## src/cfg_space_pkg.sv

```systemverilog
// Constants for the configuration header register bank
package cfg_space_pkg;

  // ----------------------------------------------------------------
  // Register offsets (byte addresses)
  // ----------------------------------------------------------------
  localparam logic [7:0] OFF_IDENTITY   = 8'h00;
  localparam logic [7:0] OFF_CMD_STS    = 8'h04;
  localparam logic [7:0] OFF_CLASS_REV  = 8'h08;
  localparam logic [7:0] OFF_LAT_LINE   = 8'h0c;
  localparam logic [7:0] OFF_IO_BASE    = 8'h10;
  localparam logic [7:0] OFF_MEM_BASE   = 8'h14;
  localparam logic [7:0] OFF_SUBSYS     = 8'h2c;
  localparam logic [7:0] OFF_ROM_BASE   = 8'h30;
  localparam logic [7:0] OFF_CAP_HEAD   = 8'h34;
  localparam logic [7:0] OFF_INT_LAT    = 8'h3c;
  localparam logic [7:0] OFF_SCRATCH    = 8'h40;
  localparam logic [7:0] OFF_MARKER     = 8'h80;
  localparam logic [7:0] OFF_PM_CAP     = 8'hc0;
  localparam logic [7:0] OFF_PM_CTRL    = 8'hc4;

  // ----------------------------------------------------------------
  // Writable bit masks and write-one-to-clear masks
  // ----------------------------------------------------------------
  localparam logic [31:0] CMD_STS_WMASK  = 32'h0000_0147;
  localparam logic [31:0] CMD_STS_W1C    = 32'hf100_0000;
  localparam logic [31:0] LAT_LINE_WMASK = 32'h0000_ffff;
  localparam logic [31:0] IO_BASE_WMASK  = 32'hffff_ff80;
  localparam logic [31:0] MEM_BASE_WMASK = 32'hffff_ff80;
  localparam logic [31:0] ROM_BASE_WMASK = 32'hfffe_0001;
  localparam logic [31:0] INT_LAT_WMASK  = 32'h0000_00ff;
  localparam logic [31:0] SCRATCH_WMASK  = 32'h0000_ff00;
  localparam logic [31:0] PM_CTRL_WMASK  = 32'h0000_0103;
  localparam logic [31:0] PM_CTRL_W1C    = 32'h0000_8000;

  // ----------------------------------------------------------------
  // Fixed fields and reset values
  // ----------------------------------------------------------------
  localparam logic [15:0] STS_FIXED      = 16'h0290;
  localparam logic [15:0] CMD_RESET      = 16'h0100;
  localparam logic [7:0]  LAT_RESET      = 8'h00;
  localparam logic [7:0]  LINE_RESET     = 8'h00;
  localparam logic        IO_SPACE_FLAG  = 1'b1;
  localparam logic [7:0]  CAP_PTR        = 8'hc0;
  localparam logic [7:0]  PM_CAP_KIND    = 8'h01;
  localparam logic [7:0]  PM_NEXT_ITEM   = 8'h00;
  localparam logic [7:0]  INT_PIN_VALUE  = 8'h01;
  localparam logic [7:0]  INT_LINE_RESET = 8'h00;
  localparam logic [7:0]  SCRATCH_RESET  = 8'h00;
  localparam logic [1:0]  PM_STATE_RESET = 2'h0;

  // Window sizes as low address bits that are not decoded
  localparam int IO_WINDOW_BITS  = 7;
  localparam int MEM_WINDOW_BITS = 7;
  localparam int ROM_WINDOW_BITS = 17;

endpackage

```

## src/cfg_id_loader.sv

```systemverilog
// Captures identity and latency fields from the serial memory reader after reset
`timescale 1ns/1ps

module cfg_id_loader (
  input  wire logic        mclk,
  input  wire logic        reset_n,
  output logic             load_req,
  input  wire logic        load_valid,
  input  wire logic [15:0] load_device_id,
  input  wire logic [15:0] load_vendor_id,
  input  wire logic [15:0] load_subsys_id,
  input  wire logic [15:0] load_subsys_vendor_id,
  input  wire logic [7:0]  load_max_lat,
  input  wire logic [7:0]  load_min_gnt,
  output logic [31:0]      identity,
  output logic [31:0]      subsys,
  output logic [15:0]      lat_gnt,
  output logic             loaded
);

  typedef struct packed {
    logic        req;
    logic        done;
    logic [31:0] identity;
    logic [31:0] subsys;
    logic [15:0] lat_gnt;
  } loader_state_t;

  loader_state_t state;
  loader_state_t next_state;

  // ----------------------------------------------------------------
  // Reload sequence
  // ----------------------------------------------------------------

  // Request once after reset release, capture the single answer
  always_comb begin
    next_state = state;
    if (!state.done) begin
      next_state.req = 1'b1;
    end
    if (state.req && load_valid) begin
      next_state.identity = {load_device_id, load_vendor_id};
      next_state.subsys   = {load_subsys_id, load_subsys_vendor_id};
      next_state.lat_gnt  = {load_max_lat, load_min_gnt};
      next_state.req      = 1'b0;
      next_state.done     = 1'b1;
    end
  end

  // Hardware reset clears the loaded values until the reload completes
  always_ff @(posedge mclk) begin
    if (!reset_n) begin
      state <= '0;
    end else begin
      state <= next_state;
    end
  end

  assign load_req = state.req;
  assign identity = state.identity;
  assign subsys   = state.subsys;
  assign lat_gnt  = state.lat_gnt;
  assign loaded   = state.done;

endmodule

```

## src/cfg_space_bank.sv

```systemverilog
// Configuration header register bank reached over APB
`timescale 1ns/1ps

module cfg_space_bank #(
  parameter logic [31:0] CHIP_MARKER    = 32'h1234_5678, // Arbitrary value
  parameter logic [7:0]  BASE_CLASS     = 8'h02,
  parameter logic [7:0]  SUB_CLASS      = 8'h00,
  parameter logic [7:0]  REVISION_STEP  = 8'h11,
  parameter logic [15:0] PM_CAP_BITS    = 16'h0002
) (
  input  wire logic        mclk,
  input  wire logic        reset_n,
  input  wire logic        psel,
  input  wire logic        penable,
  input  wire logic        pwrite,
  input  wire logic [7:0]  paddr,
  input  wire logic [31:0] pwdata,
  input  wire logic [3:0]  pstrb,
  output logic [31:0]      prdata,
  output logic             pready,
  output logic             pslverr,
  output logic             load_req,
  input  wire logic        load_valid,
  input  wire logic [15:0] load_device_id,
  input  wire logic [15:0] load_vendor_id,
  input  wire logic [15:0] load_subsys_id,
  input  wire logic [15:0] load_subsys_vendor_id,
  input  wire logic [7:0]  load_max_lat,
  input  wire logic [7:0]  load_min_gnt,
  input  wire logic        evt_parity_err,
  input  wire logic        evt_sys_err,
  input  wire logic        evt_master_abort,
  input  wire logic        evt_target_abort,
  input  wire logic        evt_data_parity,
  input  wire logic        evt_pme,
  output logic [15:0]      command,
  output logic [31:0]      io_window_base,
  output logic [31:0]      memory_window_base,
  output logic [31:0]      boot_rom_window_base,
  output logic [1:0]       power_state,
  output logic             ids_loaded
);

  // ----------------------------------------------------------------
  // State
  // ----------------------------------------------------------------
  typedef struct packed {
    logic [15:0] command;
    logic [4:0]  sts_err;   // 31,30,29,28,24
    logic [7:0]  latency;
    logic [7:0]  line_size;
    logic [24:0] io_base;
    logic [24:0] mem_base;
    logic [14:0] rom_base;
    logic        rom_en;
    logic [7:0]  int_line;
    logic [7:0]  scratch;
    logic [1:0]  pm_state;
    logic        pme_en;
    logic        pme_sts;
    logic [31:0] prdata;
  } bank_state_t;

  bank_state_t state;
  bank_state_t next_state;

  logic [31:0] id_word;
  logic [31:0] subsys_word;
  logic [15:0] lat_gnt;
  logic        wr_en;
  logic [31:0] sts_cmd_word;
  logic [31:0] lat_line_word;
  logic [31:0] io_word;
  logic [31:0] mem_word;
  logic [31:0] rom_word;
  logic [31:0] int_word;
  logic [31:0] scratch_word;
  logic [31:0] pm_word;
  logic [31:0] merged;
  logic [31:0] clear_bits;

  // ----------------------------------------------------------------
  // Helpers
  // ----------------------------------------------------------------

  // Expand byte strobes to a bit mask
  function automatic logic [31:0] lane_mask(input logic [3:0] strb);
    lane_mask = {{8{strb[3]}}, {8{strb[2]}}, {8{strb[1]}}, {8{strb[0]}}};
  endfunction

  // Replace writable bits inside enabled lanes only
  function automatic logic [31:0] merge(input logic [31:0] cur, input logic [31:0] wd,
                                        input logic [3:0] strb, input logic [31:0] wmask);
    logic [31:0] m;
    m     = lane_mask(strb) & wmask;
    merge = (cur & ~m) | (wd & m);
  endfunction

  // ----------------------------------------------------------------
  // Reload of identity fields
  // ----------------------------------------------------------------

  // Serial memory values land here after each hardware reset
  cfg_id_loader u_loader (
    .mclk                  (mclk),
    .reset_n               (reset_n),
    .load_req              (load_req),
    .load_valid            (load_valid),
    .load_device_id        (load_device_id),
    .load_vendor_id        (load_vendor_id),
    .load_subsys_id        (load_subsys_id),
    .load_subsys_vendor_id (load_subsys_vendor_id),
    .load_max_lat          (load_max_lat),
    .load_min_gnt          (load_min_gnt),
    .identity              (id_word),
    .subsys                (subsys_word),
    .lat_gnt               (lat_gnt),
    .loaded                (ids_loaded)
  );

  // ----------------------------------------------------------------
  // Register word images
  // ----------------------------------------------------------------

  // Assemble each word as software sees it
  assign sts_cmd_word  = {state.sts_err[4:1], 1'b0, cfg_space_pkg::STS_FIXED[10:9],
                          state.sts_err[0], cfg_space_pkg::STS_FIXED[7:0],
                          state.command};
  assign lat_line_word = {16'h0000, state.latency, state.line_size};
  assign io_word       = {state.io_base, 6'h00, cfg_space_pkg::IO_SPACE_FLAG};
  assign mem_word      = {state.mem_base, 7'h00};
  assign rom_word      = {state.rom_base, 16'h0000, state.rom_en};
  assign int_word      = {lat_gnt, cfg_space_pkg::INT_PIN_VALUE, state.int_line};
  assign scratch_word  = {16'h0000, state.scratch, 8'h00};
  assign pm_word       = {16'h0000, state.pme_sts, 6'h00, state.pme_en, 6'h00,
                          state.pm_state};

  // Read decode; unlisted offsets read zero
  function automatic logic [31:0] read_word(input logic [7:0] a);
    case ({a[7:2], 2'b00})
      cfg_space_pkg::OFF_IDENTITY:  read_word = id_word;
      cfg_space_pkg::OFF_CMD_STS:   read_word = sts_cmd_word;
      cfg_space_pkg::OFF_CLASS_REV: read_word = {BASE_CLASS, SUB_CLASS, 8'h00,
                                                 REVISION_STEP};
      cfg_space_pkg::OFF_LAT_LINE:  read_word = lat_line_word;
      cfg_space_pkg::OFF_IO_BASE:   read_word = io_word;
      cfg_space_pkg::OFF_MEM_BASE:  read_word = mem_word;
      cfg_space_pkg::OFF_SUBSYS:    read_word = subsys_word;
      cfg_space_pkg::OFF_ROM_BASE:  read_word = rom_word;
      cfg_space_pkg::OFF_CAP_HEAD:  read_word = {24'h000000, cfg_space_pkg::CAP_PTR};
      cfg_space_pkg::OFF_INT_LAT:   read_word = int_word;
      cfg_space_pkg::OFF_SCRATCH:   read_word = scratch_word;
      cfg_space_pkg::OFF_MARKER:    read_word = CHIP_MARKER;
      cfg_space_pkg::OFF_PM_CAP:    read_word = {PM_CAP_BITS, cfg_space_pkg::PM_NEXT_ITEM,
                                                 cfg_space_pkg::PM_CAP_KIND};
      cfg_space_pkg::OFF_PM_CTRL:   read_word = pm_word;
      default:                      read_word = 32'h0000_0000;
    endcase
  endfunction

  // ----------------------------------------------------------------
  // APB slave
  // ----------------------------------------------------------------

  // Read data is captured in the setup cycle, so the access phase ends at once
  assign pready  = psel & penable;
  assign pslverr = 1'b0;
  assign wr_en   = psel & penable & pwrite;

  // Next state: hardware events set, bus writes merge by lane
  always_comb begin
    next_state = state;
    merged     = 32'h0000_0000;
    clear_bits = 32'h0000_0000;
    if (psel && !penable && !pwrite) begin
      next_state.prdata = read_word(paddr);
    end
    if (wr_en) begin
      case ({paddr[7:2], 2'b00})
        cfg_space_pkg::OFF_CMD_STS: begin
          merged     = merge(sts_cmd_word, pwdata, pstrb, cfg_space_pkg::CMD_STS_WMASK);
          clear_bits = pwdata & lane_mask(pstrb) & cfg_space_pkg::CMD_STS_W1C;
          next_state.command = merged[15:0];
          next_state.sts_err = state.sts_err & ~{clear_bits[31:28], clear_bits[24]};
        end
        cfg_space_pkg::OFF_LAT_LINE: begin
          merged = merge(lat_line_word, pwdata, pstrb, cfg_space_pkg::LAT_LINE_WMASK);
          next_state.latency   = merged[15:8];
          next_state.line_size = merged[7:0];
        end
        cfg_space_pkg::OFF_IO_BASE: begin
          merged = merge(io_word, pwdata, pstrb, cfg_space_pkg::IO_BASE_WMASK);
          next_state.io_base = merged[31:7];
        end
        cfg_space_pkg::OFF_MEM_BASE: begin
          merged = merge(mem_word, pwdata, pstrb, cfg_space_pkg::MEM_BASE_WMASK);
          next_state.mem_base = merged[31:7];
        end
        cfg_space_pkg::OFF_ROM_BASE: begin
          merged = merge(rom_word, pwdata, pstrb, cfg_space_pkg::ROM_BASE_WMASK);
          next_state.rom_base = merged[31:17];
          next_state.rom_en   = merged[0];
        end
        cfg_space_pkg::OFF_INT_LAT: begin
          merged = merge(int_word, pwdata, pstrb, cfg_space_pkg::INT_LAT_WMASK);
          next_state.int_line = merged[7:0];
        end
        cfg_space_pkg::OFF_SCRATCH: begin
          merged = merge(scratch_word, pwdata, pstrb, cfg_space_pkg::SCRATCH_WMASK);
          next_state.scratch = merged[15:8];
        end
        cfg_space_pkg::OFF_PM_CTRL: begin
          merged     = merge(pm_word, pwdata, pstrb, cfg_space_pkg::PM_CTRL_WMASK);
          clear_bits = pwdata & lane_mask(pstrb) & cfg_space_pkg::PM_CTRL_W1C;
          next_state.pm_state = merged[1:0];
          next_state.pme_en   = merged[8];
          next_state.pme_sts  = state.pme_sts & ~clear_bits[15];
        end
        default: begin
          next_state.command = state.command;
        end
      endcase
    end
    // Events are applied last so a set wins over a clear in the same cycle
    next_state.sts_err = next_state.sts_err | {evt_parity_err, evt_sys_err,
                                               evt_master_abort, evt_target_abort,
                                               evt_data_parity};
    next_state.pme_sts = next_state.pme_sts | evt_pme;
  end

  // Only the hardware reset input restores defaults; no other reset exists here
  always_ff @(posedge mclk) begin
    if (!reset_n) begin
      state           <= '0;
      state.command   <= cfg_space_pkg::CMD_RESET;
      state.latency   <= cfg_space_pkg::LAT_RESET;
      state.line_size <= cfg_space_pkg::LINE_RESET;
      state.int_line  <= cfg_space_pkg::INT_LINE_RESET;
      state.scratch   <= cfg_space_pkg::SCRATCH_RESET;
      state.pm_state  <= cfg_space_pkg::PM_STATE_RESET;
    end else begin
      state <= next_state;
    end
  end

  // Outputs to the rest of the controller
  assign prdata               = state.prdata;
  assign command              = state.command;
  assign io_window_base       = io_word & cfg_space_pkg::IO_BASE_WMASK;
  assign memory_window_base   = mem_word;
  assign boot_rom_window_base = {state.rom_base, 17'h00000};
  assign power_state          = state.pm_state;

  // ----------------------------------------------------------------
  // Checks
  // ----------------------------------------------------------------
  property p_reset_defaults;
    @(posedge mclk) !reset_n |=> (command == cfg_space_pkg::CMD_RESET && power_state == 2'h0);
  endproperty
  a_reset_defaults: assert property (p_reset_defaults)
    else $error("defaults not restored by reset");

  property p_read_identity;
    @(posedge mclk) disable iff (!reset_n)
      (psel && !penable && !pwrite && paddr[7:2] == 6'h00) |=> (prdata == $past(id_word));
  endproperty
  a_read_identity: assert property (p_read_identity)
    else $error("identity word read wrong");

  property p_marker_fixed;
    @(posedge mclk) disable iff (!reset_n)
      (psel && !penable && !pwrite && paddr[7:2] == 6'h20) |=> (prdata == CHIP_MARKER);
  endproperty
  a_marker_fixed: assert property (p_marker_fixed)
    else $error("marker word not constant");

  property p_reserved_zero;
    @(posedge mclk) disable iff (!reset_n)
      (psel && !penable && !pwrite && paddr[7:2] >= 6'h06 && paddr[7:2] <= 6'h0a)
      |=> (prdata == 32'h0000_0000);
  endproperty
  a_reserved_zero: assert property (p_reserved_zero)
    else $error("reserved offset read nonzero");

  property p_scratch_write;
    @(posedge mclk) disable iff (!reset_n)
      (wr_en && paddr[7:2] == 6'h10 && pstrb[1]) |=> (state.scratch == $past(pwdata[15:8]));
  endproperty
  a_scratch_write: assert property (p_scratch_write)
    else $error("scratch byte not stored");

  property p_lane_respected;
    @(posedge mclk) disable iff (!reset_n)
      (wr_en && paddr[7:2] == 6'h03 && !pstrb[1]) |=> $stable(state.latency);
  endproperty
  a_lane_respected: assert property (p_lane_respected)
    else $error("disabled lane was written");

  property p_event_wins;
    @(posedge mclk) disable iff (!reset_n) evt_parity_err |=> sts_cmd_word[31] [*2];
  endproperty
  a_event_wins: assert property (p_event_wins)
    else $error("status bit lost after event");

  property p_rom_window;
    @(posedge mclk) disable iff (!reset_n)
      (wr_en && paddr[7:2] == 6'h0c && pstrb == 4'hf)
      |=> (boot_rom_window_base == ($past(pwdata) & 32'hfffe_0000));
  endproperty
  a_rom_window: assert property (p_rom_window)
    else $error("rom window not 128KB aligned");

  property p_reload_hold;
    @(posedge mclk) disable iff (!reset_n)
      ids_loaded |=> (ids_loaded && $stable(id_word) && !load_req);
  endproperty
  a_reload_hold: assert property (p_reload_hold)
    else $error("loaded identity changed");

  // Full-word command writes keep only the writable command bits
  property p_cmd_write;
    @(posedge mclk) disable iff (!reset_n)
      (wr_en && paddr[7:2] == 6'h01 && pstrb == 4'hf)
      |=> (command == ($past(pwdata[15:0]) & cfg_space_pkg::CMD_STS_WMASK[15:0]));
  endproperty
  a_cmd_write: assert property (p_cmd_write)
    else $error("command half not written as masked");

  // Power state field follows a write of its lane
  property p_power_write;
    @(posedge mclk) disable iff (!reset_n)
      (wr_en && paddr[7:2] == 6'h31 && pstrb[0]) |=> (power_state == $past(pwdata[1:0]));
  endproperty
  a_power_write: assert property (p_power_write)
    else $error("power state not written");

  // Wake event status bit is set on the edge after the event
  property p_pme_set;
    @(posedge mclk) disable iff (!reset_n) evt_pme |=> pm_word[15];
  endproperty
  a_pme_set: assert property (p_pme_set)
    else $error("wake status bit not set by event");

endmodule

```

## config.mk

```make
export PLATFORM = sky130hd
export DESIGN_NAME = cfg_space_bank
export DESIGN_NICKNAME = d
export VERILOG_FILES = /design/src/cfg_space_pkg.sv /design/src/cfg_id_loader.sv /design/src/cfg_space_bank.sv
export SDC_FILE = /design/constraint.sdc
export NUM_CORES = 1
export LEC_CHECK = 0
export BUFFER_PORTS_ARGS = -buffer_cell sky130_fd_sc_hd__buf_2
export CELL_PAD_IN_SITES_DETAIL_PLACEMENT = 1
export CELL_PAD_IN_SITES_GLOBAL_PLACEMENT = 1
export CORE_MARGIN = 2
export CORE_UTILIZATION = 25
export DETAILED_ROUTE_END_ITERATION = 8
export PLACE_DENSITY_LB_ADDON = 0.1
export SYNTH_ARGS = -nofsm -noshare
export SYNTH_HDL_FRONTEND = slang
export SYNTH_SLANG_ARGS = --single-unit
```

## constraint.sdc

```tcl
create_clock -name mclk -period 2.6 [get_ports mclk]
set_input_delay 0.26 -clock mclk [delete_from_list [all_inputs] [get_ports mclk]]
set_output_delay 0.26 -clock mclk [all_outputs]
set_load 0.03 [all_outputs]
```

==> impl_metrics.csv <==
group,metric,value,unit
outcome,status,"finished clean",
critical_path,ff2ff_path_depth,4,
floorplan,die_area,46300,sq um
logic_synthesis,syn_inst,1251,
logic_synthesis,ys.flop_type,"dfxtp_1",
global_route,grt_pass1_vias,10067,
floorplan,die_y,215,microns
sta,final-hold-violation-count,0,
route,finalWirelength,45.4,mm
critical_path,start_kind,"primary input",
sta,worstMarginPinSlew,0.747,ns
sta,rsz0062_at_grt,"false",
route,drc,0,
sta,max_clock_freq,0.539,GHz
pwr,p_per_area,584,nW/um^2
sta,fin_setup_tns,0,ns
clock_network,path_clk_slew,0.06,ns
logic_synthesis,ys_ff_latch,226,
clock_network,cts_setup_buffers,0,
logic_synthesis,yosysSeqAreaShare,40.6,%
layout,fin_nets,1637,
sta,max-slew-margin-rel,50.2,%
layout,antenna_cells,0,
route,ant_nets,0,
sta,period_minus_slack,1.85,ns
route,wl_per_cell,21.5,microns
logic_synthesis,yosys_warnings,0,
sta,finalSetupViolCount,0,
global_route,grt_max_degree,157,
layout,final_common_cell,"buf_2",
hold_path,timing.hold.worst_endpoint,"u_loader.identity[9]",
layout,area_delta_synth_final,27.9,%
placement,place_ws,0.208,ns
clock_network,clock-sinks,226,
sta,finalCritPeriodShare,71.3,%
placement,gp_congestion,0.758,
clock_network,clk_latency,0.56,ns
placement,port_buffers,240,
global_route,grt_first_pass_wirelength,66.8,mm
clock_network,htree_levels,1,
route,drtIter0Drc,410,
clock_network,cts_root_buf,"clkbuf_16",
logic_synthesis,ys_async_sr_fraction,0,%
floorplan,die_w,215,microns
hold_path,hp-start,"load_vendor_id[9]",
logic_synthesis,syn_area,11200,sq um
floorplan,num_rows,77,
clock_network,clk_path_buf_depth,3,
floorplan,io_pins,286,
critical_path,crit_arrival,2.29,ns
global_route,antenna_found_initial,0,
critical_path,cp_max_fo,19,
critical_path,r2r_slack,1.09,ns
sta,drv_slew,0,
logic_synthesis,synth.distinct_cells,68,
flow_run,cap_violations,0,
route,routed-via-count,9571,
logic_synthesis,synth-edff-count,0,
critical_path,crit_required,3.04,ns
clock_network,cts_tree,"built",
global_route,grt_overflow_total,0,
critical_path,reg2reg_to,"prdata[28]",
floorplan,initial_utilization,25.3,%
pwr,peakVddDrop,343,uV
critical_path,end_kind,"flop",
hold_path,min_path_cells,3,
floorplan,core_area,44100,sq um
sta,setup_slack,0.746,ns
layout,layout-drive-gt1-share,25.0,%
layout,layout_common_cells,"239 x buf_2, 229 x nand2_1, 226 x dfxtp_1, 117 x a21boi_0, 103 x mux2i_1",
logic_synthesis,avgSynthCellArea,8.92,sq um
pwr,leakage,5.53,nW
clock_network,numCtsBuffers,29,
sta,fin_skew,0.0162,ns
placement,dp_hpwl,33.7,mm
route,drt-vias-per-instance,4.53,
route,firstDrtPassIters,4,
hold_path,hp-class,"primary input to flop",
critical_path,path_class,"primary input to flop",
global_route,gr-usage-all-layers,19.2,%
## what timing repair did
item / 4_1_cts / 5_1_grt
hold buffers: 101 / 0
gates resized for setup: 0 / 0
hold endpoints to repair: 118 / 0
## where the power goes
part,total [mW],switching (mW),internal [mW]
Clock,3.93,1.59,2.34
Combinational,0.820,0.479,0.341
Sequential,3.59,0.0533,3.54
## Yosys cell counts, types with 6 or more instances
| master | instances | area, sq um |
|---|---|---|
| a21boi_0 | 117 | 878 |
| a21oi_1 | 7 | 35.0 |
| a221oi_1 | 10 | 87.6 |
| a22o_1 | 19 | 166 |
| a22oi_1 | 23 | 173 |
| a2bb2oi_1 | 8 | 70.1 |
| buf_1 | 7 | 26.3 |
| buf_2 | 15 | 75.1 |
| buf_4 | 148 | 1110 |
| clkbuf_1 | 53 | 199 |
| dfxtp_1 | 226 | 4520 |
| mux2_2 | 10 | 113 |
| mux2i_1 | 103 | 1030 |
| nand2_1 | 230 | 863 |
| nand3_1 | 11 | 55.1 |
| nor2_1 | 24 | 90.1 |
| nor2b_1 | 82 | 513 |
| nor3_1 | 8 | 40.0 |
| o21a_1 | 6 | 45.0 |
| o21ai_0 | 41 | 205 |
| o21ai_1 | 6 | 30.0 |
| o22ai_1 | 8 | 50.1 |
## critical path: stages
cell and delay [ns]:
buf_2 0.32, buf_4 0.29, nand2b_1 0.12, nor4_1 0.50, buf_4 0.22, nor2b_1 0.27
mux2i_1 0.22, nor2b_1 0.06
## final cells by class
type | instances | area (sq um)
multi-input cells | 840 | 5360
fillers | 5247 | 29900
flip-flops and latches | 226 | 4520
inverters | 2 | 7.51
clock buffers | 45 | 856
well taps | 592 | 741
repair buffers | 402 | 2720
clock inverters | 7 | 62.6
## layer usage
| metal | GRT usage, % | vias to the layer above | wire, microns |
|---|---|---|---|
| met4 | 4.23 | 0 | 790 |
| met3 | 2.86 | 42 | 1940 |
| met2 | 30.8 | 208 | 20500 |
| met1 | 27.1 | 4696 | 22200 |
| met5 | 0 | - | 0 |
| li1 | - | 4625 | - |
## metrics by stage
step	total power [mW]	util [%]	std cells	hold slack (ns)	instance area, sq um
after floorplan	4.09	-	1293	0.384	11300
after global placement	4.37	28.0	1961	0.439	12300
after detailed placement	4.38	28.0	1961	0.444	12300
after CTS	8.48	32.3	2114	0.000907	14300
after global routing	8.68	32.3	2114	0.0149	14300
final	8.34	32.3	2114	0.0107	14300
## worst max path at each step
| stage | end | cells after the start | startpoint |
|---|---|---|---|
| floorplan | prdata[10] | 7 | paddr[3] |
| global placement | flop | 8 | paddr[2] |
| detailed placement | prdata[16] | 7 | paddr[2] |
| CTS | flop | 8 | paddr[2] |
| global route | flop | 8 | paddr[2] |
| finish | flop | 8 | paddr[2] |
## kinds of logic after synthesis
kind of cell / synth area share, %
and+or+nand+nor: 17.9
AOI/OAI and AO/OA: 18.2
buffers and inverters: 12.9
DFF: 40.6
muxes: 10.3
xor gates and xnor gates: 0.157
other: 0.0336
Note: power is estimated with default switching activity, not from simulation.
